**config.mk**
```make
export PLATFORM = sky130hd
export DESIGN_NAME = scalr_synth_cal_regs
export DESIGN_NICKNAME = d
export VERILOG_FILES = /design/src/verilog/scalr_pkg.sv /design/src/verilog/scalr_reset_sync.sv /design/src/verilog/scalr_synth_cal_regs.sv
export SDC_FILE = /design/constraint.sdc
export NUM_CORES = 1
export LEC_CHECK = 0
export BUFFER_PORTS_ARGS = -buffer_cell sky130_fd_sc_hd__buf_4
export CAP_MARGIN = 20
export CELL_PAD_IN_SITES_DETAIL_PLACEMENT = 0
export CELL_PAD_IN_SITES_GLOBAL_PLACEMENT = 2
export CORE_ASPECT_RATIO = 1.1
export CORE_MARGIN = 2
export CORE_UTILIZATION = 33
export DETAILED_ROUTE_END_ITERATION = 6
export GPL_TIMING_DRIVEN = 0
export HOLD_SLACK_MARGIN = 0.03
export PLACE_DENSITY = 0.88
export SLEW_MARGIN = 20
export SYNTH_ARGS = -nofsm -noshare
export SYNTH_HDL_FRONTEND = slang
export SYNTH_SLANG_ARGS = --single-unit
```
**constraint.sdc**
```tcl
create_clock -name sys_clk -period 1.9 [get_ports sys_clk]
set_input_delay 0 -clock sys_clk [delete_from_list [all_inputs] [get_ports sys_clk]]
set_output_delay 0 -clock sys_clk [all_outputs]
set_load 0.01 [all_outputs]
```
**src/verilog/scalr_pkg.sv**
```systemverilog
package scalr_pkg;

  // ----------------------------------------------------------------
  // register offsets
  // ----------------------------------------------------------------
  localparam logic [5:0] OFS_PUMP_CONFIG = 6'h23;
  localparam logic [5:0] OFS_VCO_CURRENT = 6'h24;
  localparam logic [5:0] OFS_COARSE_TUNE = 6'h25;
  localparam logic [5:0] OFS_CAL_CONTROL = 6'h26;
  localparam logic [5:0] OFS_RC_OSC_UPPER = 6'h27;

  // ----------------------------------------------------------------
  // field layout
  // ----------------------------------------------------------------
  localparam int PUMP_CFG_MSB = 7;
  localparam int PUMP_CFG_LSB = 6;
  localparam int PUMP_EN_MSB = 5;
  localparam int PUMP_EN_LSB = 4;
  localparam int PUMP_CODE_MSB = 3;
  localparam int PUMP_CODE_LSB = 0;
  localparam int VCO_HIGH_BIT = 5;
  localparam int VCO_CUR_MSB = 4;
  localparam int COARSE_MSB = 5;
  localparam int CAL_CTRL_MSB = 6;
  localparam int RC_OSC_MSB = 6;

  // ----------------------------------------------------------------
  // reset values
  // ----------------------------------------------------------------
  localparam logic [1:0] RST_PUMP_CFG = 2'h2;
  localparam logic [1:0] RST_PUMP_EN = 2'h2;
  localparam logic [3:0] RST_PUMP_CODE = 4'h9;
  localparam logic RST_VCO_HIGH = 1'b0;
  localparam logic [4:0] RST_VCO_CUR = 5'h0A;
  localparam logic [5:0] RST_COARSE = 6'h20;
  localparam logic [6:0] RST_CAL_CTRL = 7'h0D;
  localparam logic [6:0] RST_RC_OSC = 7'h41;

  // ----------------------------------------------------------------
  // value meaning "pump calibration stage off"
  // ----------------------------------------------------------------
  localparam logic [1:0] PUMP_EN_OFF = 2'h0;

endpackage

```
**src/verilog/scalr_reset_sync.sv**
```systemverilog
`timescale 1ns/10ps
module scalr_reset_sync
(
  // clock and raw reset
  input wire logic sys_clk,
  input wire logic rst_n,
  // released reset
  output logic rst_sync_n
);

  logic stage_ff;

  // ----------------------------------------------------------------
  // two-stage release, assert stays asynchronous
  // ----------------------------------------------------------------
  always_ff @(posedge sys_clk or negedge rst_n)
  begin
    if (!rst_n)
    begin
      stage_ff <= 1'b0;
      rst_sync_n <= 1'b0;
    end
    else
    begin
      stage_ff <= 1'b1;
      rst_sync_n <= stage_ff;
    end
  end

endmodule // scalr_reset_sync

```
**src/verilog/scalr_synth_cal_regs.sv**
```systemverilog
`timescale 1ns/10ps
// Notes on behaviour
// - pump enable field zero makes calibration skip the charge pump stage.
// - low nibble of first register is the exponential pump current code.
// - first register resets to config 2, pump enable 2, code 1001.
// - host-written result values are used instead of running a calibration.
// - bit 5 of second register picks high VCO core; resets to zero.
// - five-bit VCO current result and override value, resets to ten.
// - six-bit coarse-tune capacitor array result, resets to thirty-two.
// - seven-bit calibration control field read/write, resets to thirteen.
// - register 0x27 holds seven-bit RC oscillator config, resets to 65.
module scalr_synth_cal_regs
  import scalr_pkg::*;
(
  // clock and reset
  input wire logic sys_clk,
  input wire logic rst_n,
  // register port from serial control interface
  input wire logic reg_wr_en,
  input wire logic [5:0] reg_addr,
  input wire logic [7:0] reg_wdata,
  output logic [7:0] reg_rdata,
  output logic reg_hit,
  // calibration engine side
  input wire logic cal_start,
  input wire logic cal_done,
  input wire logic [3:0] cal_pump_code,
  input wire logic [4:0] cal_vco_current,
  input wire logic [5:0] cal_coarse_tune,
  output logic cal_pump_stage_run,
  // settings to the synthesizer
  output logic [1:0] synth_pump_cfg,
  output logic [3:0] synth_pump_code,
  output logic vco_high_core_select,
  output logic [4:0] synth_vco_current,
  output logic [5:0] synth_coarse_tune,
  output logic [6:0] synth_cal_control,
  output logic [6:0] rc_osc_config
);

  logic rst_sync_n;
  logic [1:0] pump_cfg_ff;
  logic [1:0] pump_cal_stage_enable_ff;
  logic [3:0] pump_code_ff;
  logic vco_high_ff;
  logic [4:0] vco_cur_ff;
  logic [5:0] coarse_ff;
  logic [6:0] cal_ctrl_ff;
  logic [6:0] rc_osc_ff;
  logic pump_run_ff;
  logic [7:0] nxt_rdata;
  logic nxt_hit;

  // ----------------------------------------------------------------
  // reset release
  // ----------------------------------------------------------------
  scalr_reset_sync u_reset_sync
  (
    .sys_clk(sys_clk),
    .rst_n(rst_n),
    .rst_sync_n(rst_sync_n)
  );

  function automatic logic wr_hit(input logic [5:0] ofs);
    wr_hit = reg_wr_en && (reg_addr == ofs);
  endfunction

  // ----------------------------------------------------------------
  // pump configuration register
  // ----------------------------------------------------------------
  // host writes take priority over a finishing calibration: a restored
  // hop value must never be clobbered by a stale result
  always_ff @(posedge sys_clk or negedge rst_sync_n)
  begin
    if (!rst_sync_n)
    begin
      pump_cfg_ff <= RST_PUMP_CFG;
      pump_cal_stage_enable_ff <= RST_PUMP_EN;
      pump_code_ff <= RST_PUMP_CODE;
    end
    else if (wr_hit(OFS_PUMP_CONFIG))
    begin
      pump_cfg_ff <= reg_wdata[PUMP_CFG_MSB:PUMP_CFG_LSB];
      pump_cal_stage_enable_ff <= reg_wdata[PUMP_EN_MSB:PUMP_EN_LSB];
      pump_code_ff <= reg_wdata[PUMP_CODE_MSB:PUMP_CODE_LSB];
    end
    else if (cal_done && pump_run_ff)
    begin
      pump_code_ff <= cal_pump_code;
    end
  end

  // ----------------------------------------------------------------
  // vco current register
  // ----------------------------------------------------------------
  always_ff @(posedge sys_clk or negedge rst_sync_n)
  begin
    if (!rst_sync_n)
    begin
      vco_high_ff <= RST_VCO_HIGH;
      vco_cur_ff <= RST_VCO_CUR;
    end
    else if (wr_hit(OFS_VCO_CURRENT))
    begin
      vco_high_ff <= reg_wdata[VCO_HIGH_BIT];
      vco_cur_ff <= reg_wdata[VCO_CUR_MSB:0];
    end
    else if (cal_done)
    begin
      vco_cur_ff <= cal_vco_current;
    end
  end

  // ----------------------------------------------------------------
  // coarse tune register
  // ----------------------------------------------------------------
  always_ff @(posedge sys_clk or negedge rst_sync_n)
  begin
    if (!rst_sync_n)
    begin
      coarse_ff <= RST_COARSE;
    end
    else if (wr_hit(OFS_COARSE_TUNE))
    begin
      coarse_ff <= reg_wdata[COARSE_MSB:0];
    end
    else if (cal_done)
    begin
      coarse_ff <= cal_coarse_tune;
    end
  end

  // ----------------------------------------------------------------
  // control and rc oscillator registers
  // ----------------------------------------------------------------
  always_ff @(posedge sys_clk or negedge rst_sync_n)
  begin
    if (!rst_sync_n)
    begin
      cal_ctrl_ff <= RST_CAL_CTRL;
      rc_osc_ff <= RST_RC_OSC;
    end
    else
    begin
      if (wr_hit(OFS_CAL_CONTROL))
      begin
        cal_ctrl_ff <= reg_wdata[CAL_CTRL_MSB:0];
      end
      if (wr_hit(OFS_RC_OSC_UPPER))
      begin
        rc_osc_ff <= reg_wdata[RC_OSC_MSB:0];
      end
    end
  end

  // ----------------------------------------------------------------
  // pump stage decision, latched at calibration start
  // ----------------------------------------------------------------
  // latched so a mid-calibration write cannot change which results load
  always_ff @(posedge sys_clk or negedge rst_sync_n)
  begin
    if (!rst_sync_n)
    begin
      pump_run_ff <= 1'b0;
    end
    else if (cal_start)
    begin
      pump_run_ff <= (pump_cal_stage_enable_ff != PUMP_EN_OFF);
    end
  end

  // ----------------------------------------------------------------
  // read decode
  // ----------------------------------------------------------------
  always_comb
  begin
    nxt_rdata = 8'h00;
    nxt_hit = 1'b1;
    unique case (reg_addr)
      OFS_PUMP_CONFIG: nxt_rdata = {pump_cfg_ff, pump_cal_stage_enable_ff, pump_code_ff};
      OFS_VCO_CURRENT: nxt_rdata = {2'h0, vco_high_ff, vco_cur_ff};
      OFS_COARSE_TUNE: nxt_rdata = {2'h0, coarse_ff};
      OFS_CAL_CONTROL: nxt_rdata = {1'b0, cal_ctrl_ff};
      OFS_RC_OSC_UPPER: nxt_rdata = {1'b0, rc_osc_ff};
      default: nxt_hit = 1'b0;
    endcase
  end

  always_ff @(posedge sys_clk or negedge rst_sync_n)
  begin
    if (!rst_sync_n)
    begin
      reg_rdata <= 8'h00;
      reg_hit <= 1'b0;
    end
    else
    begin
      reg_rdata <= nxt_rdata;
      reg_hit <= nxt_hit;
    end
  end

  // ----------------------------------------------------------------
  // settings to the synthesizer
  // ----------------------------------------------------------------
  // the analog side applies code as I0 * 2^(code/4); stored values drive it
  assign synth_pump_cfg = pump_cfg_ff;
  assign synth_pump_code = pump_code_ff;
  assign vco_high_core_select = vco_high_ff;
  assign synth_vco_current = vco_cur_ff;
  assign synth_coarse_tune = coarse_ff;
  assign synth_cal_control = cal_ctrl_ff;
  assign rc_osc_config = rc_osc_ff;
  assign cal_pump_stage_run = (pump_cal_stage_enable_ff != PUMP_EN_OFF);

endmodule // scalr_synth_cal_regs

```
==> summary.txt, run 1 <==
drt wl/cell = 17.4 um
Hold Fails Final Rpt = 0
Pwr Density = 865 nW/um^2
top post-synthesis cells by count = mux2_2, dfrtp_1, dfstp_2
Ports = 76
Post-Route Setup TNS = 0 ns
run status = finished clean
syn nets = 168
CP Launch Type = flop
Die ar. = 7150 um^2
postcts setup bufs = 0
Max Cap Violations = 0
min-delay src = cal_pump_code[0]
Initial DRC Count = 57
initial antenna violation count = 0
WL final = 5.37 mm
layout cell share with drive strength beyond 1 = 72.1%
warnings from Yosys = 0
reg2reg start = pump_run_ff
post-route cell area = 3050 um^2
FFs w/ async S/R, synth = 100%
H-tree Lvls = 2
DRC errors left = 0
Routed Antenna Nets = 0
switch share = 24.9%
RSZ-0062 raised after global routing = no
Hold Path Class = in -> reg
total gr overflow = 0
Mapped Cells = 134
crit path max fanout = 4
post-CTS sizing = 0
main area contributors after synthesis = dfrtp_1, mux2_2, dfstp_2
critical path type = reg -> reg
I/O Buffers = 75
number of clock sinks = 46
CP Data Required Time = 2.08 ns
EDFF count, synth = 0
maximum buffer depth of the clock tree = 2
vias in the first global route = 1,520
Yosys top cell by area = dfrtp_1
maximum clock rate = 751 MHz
Worst EP arrival = 1.51 ns
most frequent cell after synthesis = mux2_2
clk root buf = clkbuf_8
Placed Instance Area = 2830 um^2
Core ar. = 6230 um^2
Yosys reg bits = 46
final period utilization = 70.0%
Pleak = 0.00146 uW
hold slack = 0.0582 ns
Cell Area, Synth = 2140 um^2
slew at the pin closest to its max-slew limit = 0.725 ns
CTS clk-pin slew, worst paths = 0.08 ns
Worst-Skew Late Latency = 0.29 ns
Inserted Clock Buffers = 5
diodes inserted = 0
Peak VDD IR = 0.283 mV
relative max-transition margin = 51.4%
Filler Cells Inserted = 593
internal cell power = 1980 uW
Sw Pwr = 658 uW
Total Power = 2640 uW
Die Y = 88.5 um
Setup crit start = pump_run_ff
Final nets = 262
Final Skew = 0.00626 ns
CTS tree = built
Final setup viols = 0
area share of the largest cell type after synthesis = 39.7%
HPWL Detailed = 3.80 mm
Mapped Avg Cell Area = 16.0 um^2
Clock power frac = 26.9%
Comb pwr share = 25.6%
Initial Util = 34.4%
Slew Limit Fails = 0
# hold bufs at CTS = 11
DR vias/cell = 4.82
largest net degree at the start of global routing = 31
Seq/Total Area, Yosys = 54.4%
DRT Pass-1 Iters = 4
first-pass GRT wire length = 8.23 mm
Final Critical Period = 1.33 ns
Sequential Power Share = 47.5%
RD Place Congestion = 0.722
DR vias = 1,488
Critical Path End Type = flop
Most used DFF post-synth = dfrtp_1
GRT Resource Usage Total = 15.9%
Std-Cell Rows = 30
Die W = 80.8 um
synth-to-layout area growth = 42.3%
Synth cell types = 25
## logic make-up (layout without fill, tap and decap cells)
logic type / Yosys count / count (layout) / synth area share (%)
compound gates: 7 / 7 / 2.92
buf+inv: 9 / 104 / 2.80
flops: 46 / 46 / 54.4
mux: 57 / 57 / 34.7
other cells: 1 / 1 / 0.175
simple gates: 14 / 14 / 4.96
## power by group through the flow
stage	sequential, uW	clock, uW	combinational, uW
3_5_place_dp	1270	0	664
2_1_floorplan	1320	0	286
4_1_cts	1260	736	684
6_report	1250	709	676
3_3_place_gp	1280	0	638
5_1_grt	1270	776	729
## registers in the layout, indices dropped and copies added (netlist names)
name,cells
synth_pump_code,4
rc_osc_config,7
u_reset_sync.rst_sync_n,1
synth_vco_current,5
pump_cal_stage_enable_ff,2
reg_hit,1
synth_coarse_tune,6
pump_run_ff,1
synth_pump_cfg,2
reg_rdata,8
synth_cal_control,7
u_reset_sync.stage_ff,1
vco_high_core_select,1
## through the flow
stage          std cells  util (%)  setup slack [ns]
6_report             309      48.9             0.569
5_1_grt              309      48.9             0.510
4_1_cts              309      48.8             0.564
3_5_place_dp         290      45.4             0.299
3_3_place_gp         289      45.0           0.00476
2_1_floorplan        134         -             0.546
## worst max-delay path: stages (launching register included)
cell and delay, ns:
dfrtp_1 0.39, nand2_1 0.21, mux2_2 0.37, mux2_4 0.25
## final cells by class
cell class,instances,area [um^2],share of cell area (%)
Sequential cell,46,1170,38.3
Multi-Input combinational cell,79,921,30.2
Timing Repair Buffer,87,693,22.7
Tap cell,80,100,3.28
Clock buffer,7,76.3,2.50
Buffer,8,56.3,1.85
Clock inverter,1,30.0,0.985
Inverter,1,3.75,0.123
## worst paths after layout
| path | endpoint | slack (ns) | cells after the start |
|---|---|---|---|
| min reg2reg | synth_coarse_tune[0] | 0.18 | 0 |
| max in group asynchronous | u_reset_sync.rst_sync_n | 1.15 | 3 |
| min | synth_pump_code[0] | 0.06 | 3 |
| max | synth_pump_code[1] | 0.57 | 3 |
| max reg2reg | synth_pump_code[1] | 0.57 | 3 |
| min in group asynchronous | synth_coarse_tune[0] | 0.18 | 0 |
## placed cells by master, fill, tap and decap left out, types with 4 or more instances in the layout
cell / n
dlygate4sd3_1: 11
mux2_4: 9
buf_4: 75
dfrtp_1: 33
a22o_1: 6
clkbuf_8: 5
mux2_2: 42
mux4_2: 6
clkbuf_1: 4
dfstp_2: 12
## per-layer routing
metal | global-route usage (%) | up-vias | wire length (um)
met1 | 21.6 | 741 | 2260
met5 | 0 | - | 0
met4 | 5.24 | 0 | 80
met3 | 3.98 | 7 | 380
li1 | - | 685 | -
met2 | 25.1 | 55 | 2650
Note: power is estimated with default switching activity, not from simulation.
==> run 2: changes to the inputs <==
--- a/config.mk
+++ b/config.mk
@@ -11,11 +11,11 @@
 export CELL_PAD_IN_SITES_GLOBAL_PLACEMENT = 2
 export CORE_ASPECT_RATIO = 1.1
 export CORE_MARGIN = 2
-export CORE_UTILIZATION = 33
+export CORE_UTILIZATION = 30
 export DETAILED_ROUTE_END_ITERATION = 6
 export GPL_TIMING_DRIVEN = 0
 export HOLD_SLACK_MARGIN = 0.03
-export PLACE_DENSITY = 0.88
+export PLACE_DENSITY = 0.85
 export SLEW_MARGIN = 20
 export SYNTH_ARGS = -nofsm -noshare
 export SYNTH_HDL_FRONTEND = slang
==> constraint.sdc (replaced) <==
create_clock -name sys_clk -period 1.16 [get_ports sys_clk]
set_input_delay 0 -clock sys_clk [delete_from_list [all_inputs] [get_ports sys_clk]]
set_output_delay 0 -clock sys_clk [all_outputs]
set_load 0.01 [all_outputs]
==> summary.txt, run 2 (synthesis results as in run 1) <==
run status = finished, violations left (was finished clean)
failing checks = negative setup slack
WL final = 5.68 mm (was 5.37 mm)
Final setup viols = 6 (was 0)
Peak VDD IR = 0.771 mV (was 0.283 mV)
final period utilization = 106% (was 70.0%)
RSZ-0062 raised after global routing = yes (was no)
critical path type = reg -> reg (unchanged)
slew at the pin closest to its max-slew limit = 0.704 ns (was 0.725 ns)
most common cell after layout, fill and taps aside = buf_4 (unchanged)
relative max-transition margin = 52.8% (was 51.4%)
H-tree Lvls = 2 (unchanged)
Pwr Density = 1470 nW/um^2 (was 865 nW/um^2)
Final Skew = 0.00815 ns (was 0.00626 ns)
hold path cells = 3 (unchanged)
synth-to-layout area growth = 50.8% (was 42.3%)
DRC errors left = 0 (unchanged)
initial antenna violation count = 0 (unchanged)
Final nets = 275 (was 262)
min-delay src = cal_pump_code[0] (unchanged)
Top reg by flops = reg_rdata (unchanged)
I/O Buffers = 75 (unchanged)
Routed Antenna Nets = 0 (unchanged)
cell depth of the worst flop-to-flop path = 3 (unchanged)
Worst EP arrival = 1.40 ns (was 1.51 ns)
Post-Route Setup TNS = -0.201 ns (was 0 ns)
Inserted Clock Buffers = 5 (unchanged)
Pleak = 0.00158 uW (was 0.00146 uW)
Final Critical Period = 1.23 ns (was 1.33 ns)
Worst R2R End = synth_pump_code[1] (unchanged)
maximum clock rate = 815 MHz (was 751 MHz)
clk root buf = clkbuf_8 (unchanged)
DRT Pass-1 Iters = 4 (unchanged)
Std-Cell Rows = 32 (was 30)
layout cell share with drive strength beyond 1 = 76.4% (was 72.1%)
first-pass GRT wire length = 8.85 mm (was 8.23 mm)
CTS tree = built (unchanged)
DR vias/cell = 4.73 (was 4.82)
CTS clk-pin slew, worst paths = 0.09 ns (was 0.08 ns)
gr busiest metal = met2 (unchanged)
drt wl/cell = 17.4 um (about the same)
RD Place Congestion = 0.735 (was 0.722)
reg2reg start = pump_run_ff (unchanged)
met2 usage = 25.1% (about the same)
worst setup margin = -0.0664 ns (was 0.569 ns)
Initial DRC Count = 58 (was 57)
Slew Limit Fails = 0 (unchanged)
Core ar. = 6970 um^2 (was 6230 um^2)
FF-to-FF setup slack = -0.07 ns (was 0.57 ns)
crit path max fanout = 4 (unchanged)
GRT Resource Usage Total = 14.8% (was 15.9%)
Max Cap Violations = 0 (unchanged)
vias in the first global route = 1,589 (was 1,520)
HPWL Detailed = 3.83 mm (was 3.80 mm)
total gr overflow = 0 (unchanged)
Largest register FFs = 8 (unchanged)
Worst-Skew Late Latency = 0.29 ns (about the same)
Die Y = 92.6 um (was 88.5 um)
met1 Use GR = 19.2% (was 21.6%)
largest net degree at the start of global routing = 45 (was 31)
maximum buffer depth of the clock tree = 2 (unchanged)
Final Util = 46.4% (was 48.9%)
CP Data Required Time = 1.34 ns (was 2.08 ns)
number of clock sinks = 46 (unchanged)
Critical Path End Type = flop (unchanged)
Ports = 76 (unchanged)
commonest non-fill, non-tap cells in the layout = buf_4, mux2_2, dfrtp_1 (unchanged)
hold endpoint = synth_pump_code[0] (unchanged)
Initial Util = 30.7% (was 34.4%)
Hold Path Class = in -> reg (unchanged)
Die W = 84.6 um (was 80.8 um)
grt met3 use = 3.39% (was 3.98%)
DR vias = 1,546 (was 1,488)
CP Launch Type = flop (unchanged)
Die ar. = 7830 um^2 (was 7150 um^2)
Hold Fails Final Rpt = 0 (unchanged)
diodes inserted = 0 (unchanged)
run 2: timing repair:
| action | in CTS | in global routing |
|---|---|---|
| endpoints found under the hold margin | 37 | 0 |
| buffers inserted | 7 | 7 |
| hold buffers | 11 | 0 |
| endpoints found under the setup margin | 28 | 46 |
| resized for setup | 6 | 6 |
run 2: worst max-delay path, cell delays in order, from the launching register on:
cell and delay (ns):
dfrtp_1 0.42, nand2_4 0.13, mux2_4 0.32, mux2_4 0.25
run 2: through the flow:
step | total power (uW) | cell area, um^2 | hold WS, ns | setup slack, ns | std cells
after global routing | 4980 | 3230 | 0.0568 | -0.0924 | 327
after floorplan | 2630 | 2160 | -0.296 | -0.0289 | 134
after detailed placement | 3180 | 2830 | -0.215 | -0.492 | 294
after global placement | 3160 | 2830 | -0.217 | -0.531 | 294
final | 4760 | 3230 | 0.0603 | -0.0664 | 327
after CTS | 4750 | 3160 | 0.0505 | -0.0559 | 320
run 2: worst max path at each step:
stage	from	to	cells after the start	slack, ns
after floorplan	reg_addr[4]	rc_osc_config[1]	5	-0.03
after global placement	reg_addr[2]	reg_rdata[2]	4	-0.53
after detailed placement	reg_addr[1]	synth_cal_control[6]	5	-0.49
after CTS	pump_run_ff	synth_pump_code[1]	3	-0.06
after global routing	pump_run_ff	synth_pump_code[1]	3	-0.09
final	pump_run_ff	synth_pump_code[1]	3	-0.07
run 2: power by group:
group          leakage, uW  internal, uW  switching (uW)  total (uW)
Sequential        0.000562          1880             193        2080
Combinational     0.000943           819             411        1230
Clock            0.0000714           919             537        1460
run 2: routing by layer:
layer | up-vias | routed length [um]
met3 | 2 | 278
met4 | 0 | 25
met2 | 43 | 2890
li1 | 711 | -
met5 | - | 0
met1 | 790 | 2490
run 2: layout make-up:
cell class / count / area (um^2)
Multi-Input combinational cell: 79 / 955
Buffer: 8 / 66.3
Timing Repair Buffer: 100 / 786
Clock inverter: 2 / 60.1
Clock buffer: 6 / 82.6
Sequential cell: 46 / 1170
Tap cell: 85 / 106
Inverter: 1 / 3.75
Fill cell: 684 / 3740
==> run 3: changes to the inputs <==
--- a/config.mk
+++ b/config.mk
@@ -20,3 +20,4 @@
 export SYNTH_ARGS = -nofsm -noshare
 export SYNTH_HDL_FRONTEND = slang
 export SYNTH_SLANG_ARGS = --single-unit
+export TNS_END_PERCENT = 50
==> summary.txt, run 3 (synthesis results as in run 1) <==
run status = finished, violations left (unchanged)
failing checks = negative setup slack (unchanged)
final period utilization = 104% (was 106%)
Hold Fails Final Rpt = 0 (unchanged)
Sequential Power Share = 47.6% (was 43.6%)
Final Skew = 0.00480 ns (was 0.00815 ns)
Register Area = 1170 um^2 (unchanged)
Peak VDD IR = 0.646 mV (was 0.771 mV)
met2 usage = 23.3% (was 25.1%)
hold slack = 0.0609 ns (was 0.0603 ns)
CP Data Required Time = 1.34 ns (about the same)
H-tree Lvls = 2 (unchanged)
Largest register FFs = 8 (unchanged)
synth-to-layout area growth = 43.8% (was 50.8%)
Initial Util = 30.7% (unchanged)
slew at the pin closest to its max-slew limit = 0.747 ns (was 0.704 ns)
gr busiest metal = met2 (unchanged)
vias in the first global route = 1,523 (was 1,589)
CTS tree = built (unchanged)
Final setup viols = 9 (was 6)
HPWL Detailed = 3.77 mm (was 3.83 mm)
CTS clk-pin slew, worst paths = 0.09 ns (about the same)
Final Critical Period = 1.21 ns (was 1.23 ns)
crit path max fanout = 4 (unchanged)
Worst Setup EP = synth_pump_code[2] (was synth_pump_code[1])
largest net degree at the start of global routing = 45 (unchanged)
layout cell share with drive strength beyond 1 = 73.9% (was 76.4%)
Initial DRC Count = 26 (was 58)
FF-to-FF setup slack = -0.05 ns (was -0.07 ns)
Core ar. = 6970 um^2 (unchanged)
Die W = 84.6 um (unchanged)
Worst R2R End = synth_pump_code[2] (was synth_pump_code[1])
met1 Use GR = 18.5% (was 19.2%)
WL final = 5.46 mm (was 5.68 mm)
Total Power = 4390 uW (was 4760 uW)
Hold Path Class = in -> reg (unchanged)
Comb pwr share = 25.6% (was 25.8%)
RD Place Congestion = 0.685 (was 0.735)
total gr overflow = 0 (unchanged)
worst setup margin = -0.0467 ns (was -0.0664 ns)
switch share = 25.3% (was 24.0%)
drt wl/cell = 17.3 um (was 17.4 um)
footprint of the multi-input gates = 943 um^2 (was 955 um^2)
reg2reg start = pump_run_ff (unchanged)
Die Y = 92.6 um (unchanged)
Die ar. = 7830 um^2 (unchanged)
DRC errors left = 0 (unchanged)
Max Cap Violations = 0 (unchanged)
Setup crit start = pump_run_ff (unchanged)
relative max-transition margin = 49.9% (was 52.8%)
Slew Limit Fails = 0 (unchanged)
diodes inserted = 0 (unchanged)
CP Launch Type = flop (unchanged)
internal cell power = 3280 uW (was 3620 uW)
DR vias/cell = 4.70 (was 4.73)
cell depth of the worst flop-to-flop path = 3 (unchanged)
Std-Cell Rows = 32 (unchanged)
initial antenna violation count = 0 (unchanged)
DRT Pass-1 Iters = 4 (unchanged)
Filler Cells Inserted = 680 (was 684)
Final nets = 263 (was 275)
clk root buf = clkbuf_8 (unchanged)
GRT Resource Usage Total = 14.1% (was 14.8%)
DR vias = 1,481 (was 1,546)
Critical Path End Type = flop (unchanged)
Pwr Density = 1420 nW/um^2 (was 1470 nW/um^2)
Post-Route Setup TNS = -0.218 ns (was -0.201 ns)
first-pass GRT wire length = 8.25 mm (was 8.85 mm)
Worst-Skew Late Latency = 0.29 ns (about the same)
Ports = 76 (unchanged)
Inserted Clock Buffers = 5 (unchanged)
maximum buffer depth of the clock tree = 2 (unchanged)
grt met3 use = 3.30% (was 3.39%)
commonest non-fill, non-tap cells in the layout = buf_4, mux2_2, dfrtp_1 (unchanged)
RSZ-0062 raised after global routing = yes (unchanged)
Worst EP arrival = 1.39 ns (was 1.40 ns)
Clock power frac = 26.8% (was 30.6%)
Sw Pwr = 1110 uW (was 1140 uW)
number of clock sinks = 46 (unchanged)
I/O Buffers = 75 (unchanged)
maximum clock rate = 829 MHz (was 815 MHz)
Pleak = 0.00148 uW (was 0.00158 uW)
Routed Antenna Nets = 0 (unchanged)
Top reg by flops = reg_rdata (unchanged)
most common cell after layout, fill and taps aside = buf_4 (unchanged)
Final Util = 44.2% (was 46.4%)
critical path type = reg -> reg (unchanged)
[run 3: cell count changes in the layout (fill, tap and decap cells not counted)]
cell	delta
buf_4	-10
clkbuf_1	+2
mux2_2	+1
nand2b_4	-1
mux2_4	-1
clkbuf_8	-1
buf_8	-1
nand2b_1	+1
bufinv_16	-1
buf_6	-1
[run 3: timing repair]
item / 4_1_cts / 5_1_grt
endpoints found under the setup margin: 29 / 52
pin swaps: 0 / 2
setup buffers: 0 / 2
gates resized for setup: 4 / 7
hold endpoints to repair: 37 / 0
hold buffers: 11 / 0
[run 3: through the flow]
| stage | cell area [um^2] | setup WS [ns] | cells |
|---|---|---|---|
| after floorplan | 2140 | -0.0345 | 134 |
| final | 3080 | -0.0467 | 315 |
| after CTS | 3050 | -0.0554 | 313 |
| after global placement | 2810 | -0.508 | 294 |
| after global routing | 3080 | -0.0646 | 315 |
| after detailed placement | 2820 | -0.480 | 294 |
[run 3: layer usage]
layer,routed length [um],vias to the layer above
met1,2470,741
met3,316,7
met2,2600,47
li1,-,686
met5,0,-
met4,68,0
[run 3: final cells by class]
type                            count  area share [%]
Buffer                              8            2.03
Clock buffer                        7            2.48
Clock inverter                      1           0.975
Inverter                            1           0.122
Multi-Input combinational cell     79            30.6
Sequential cell                    46            38.0
Tap cell                           85            3.45
Timing Repair Buffer               88            22.3
[run 3: worst min path at each step]
stage                       startpoint                 endpoint  slack (ns)  depth (start not counted)
finish                cal_pump_code[1]       synth_pump_code[1]        0.06                          3
global route        cal_vco_current[1]     synth_vco_current[1]        0.05                          3
CTS                 cal_coarse_tune[5]     synth_coarse_tune[5]        0.05                          3
detailed placement               rst_n    u_reset_sync.stage_ff       -0.22                          1
global placement                 rst_n    u_reset_sync.stage_ff       -0.22                          1
floorplan                        rst_n  u_reset_sync.rst_sync_n       -0.30                          0
[run 3: power by group through the flow]
stage | Clock [uW] | Sequential, uW | Combinational (uW)
after floorplan | 0 | 2160 | 469
after global placement | 0 | 2110 | 1040
after detailed placement | 0 | 2120 | 1060
after CTS | 1220 | 2090 | 1090
after global routing | 1280 | 2130 | 1200
final | 1180 | 2090 | 1120
[run 3: worst max-delay path, stage by stage (launching register included)]
cell and delay [ns]:
dfrtp_1 0.41, nand2_4 0.13, mux2_4 0.30, mux2_4 0.25
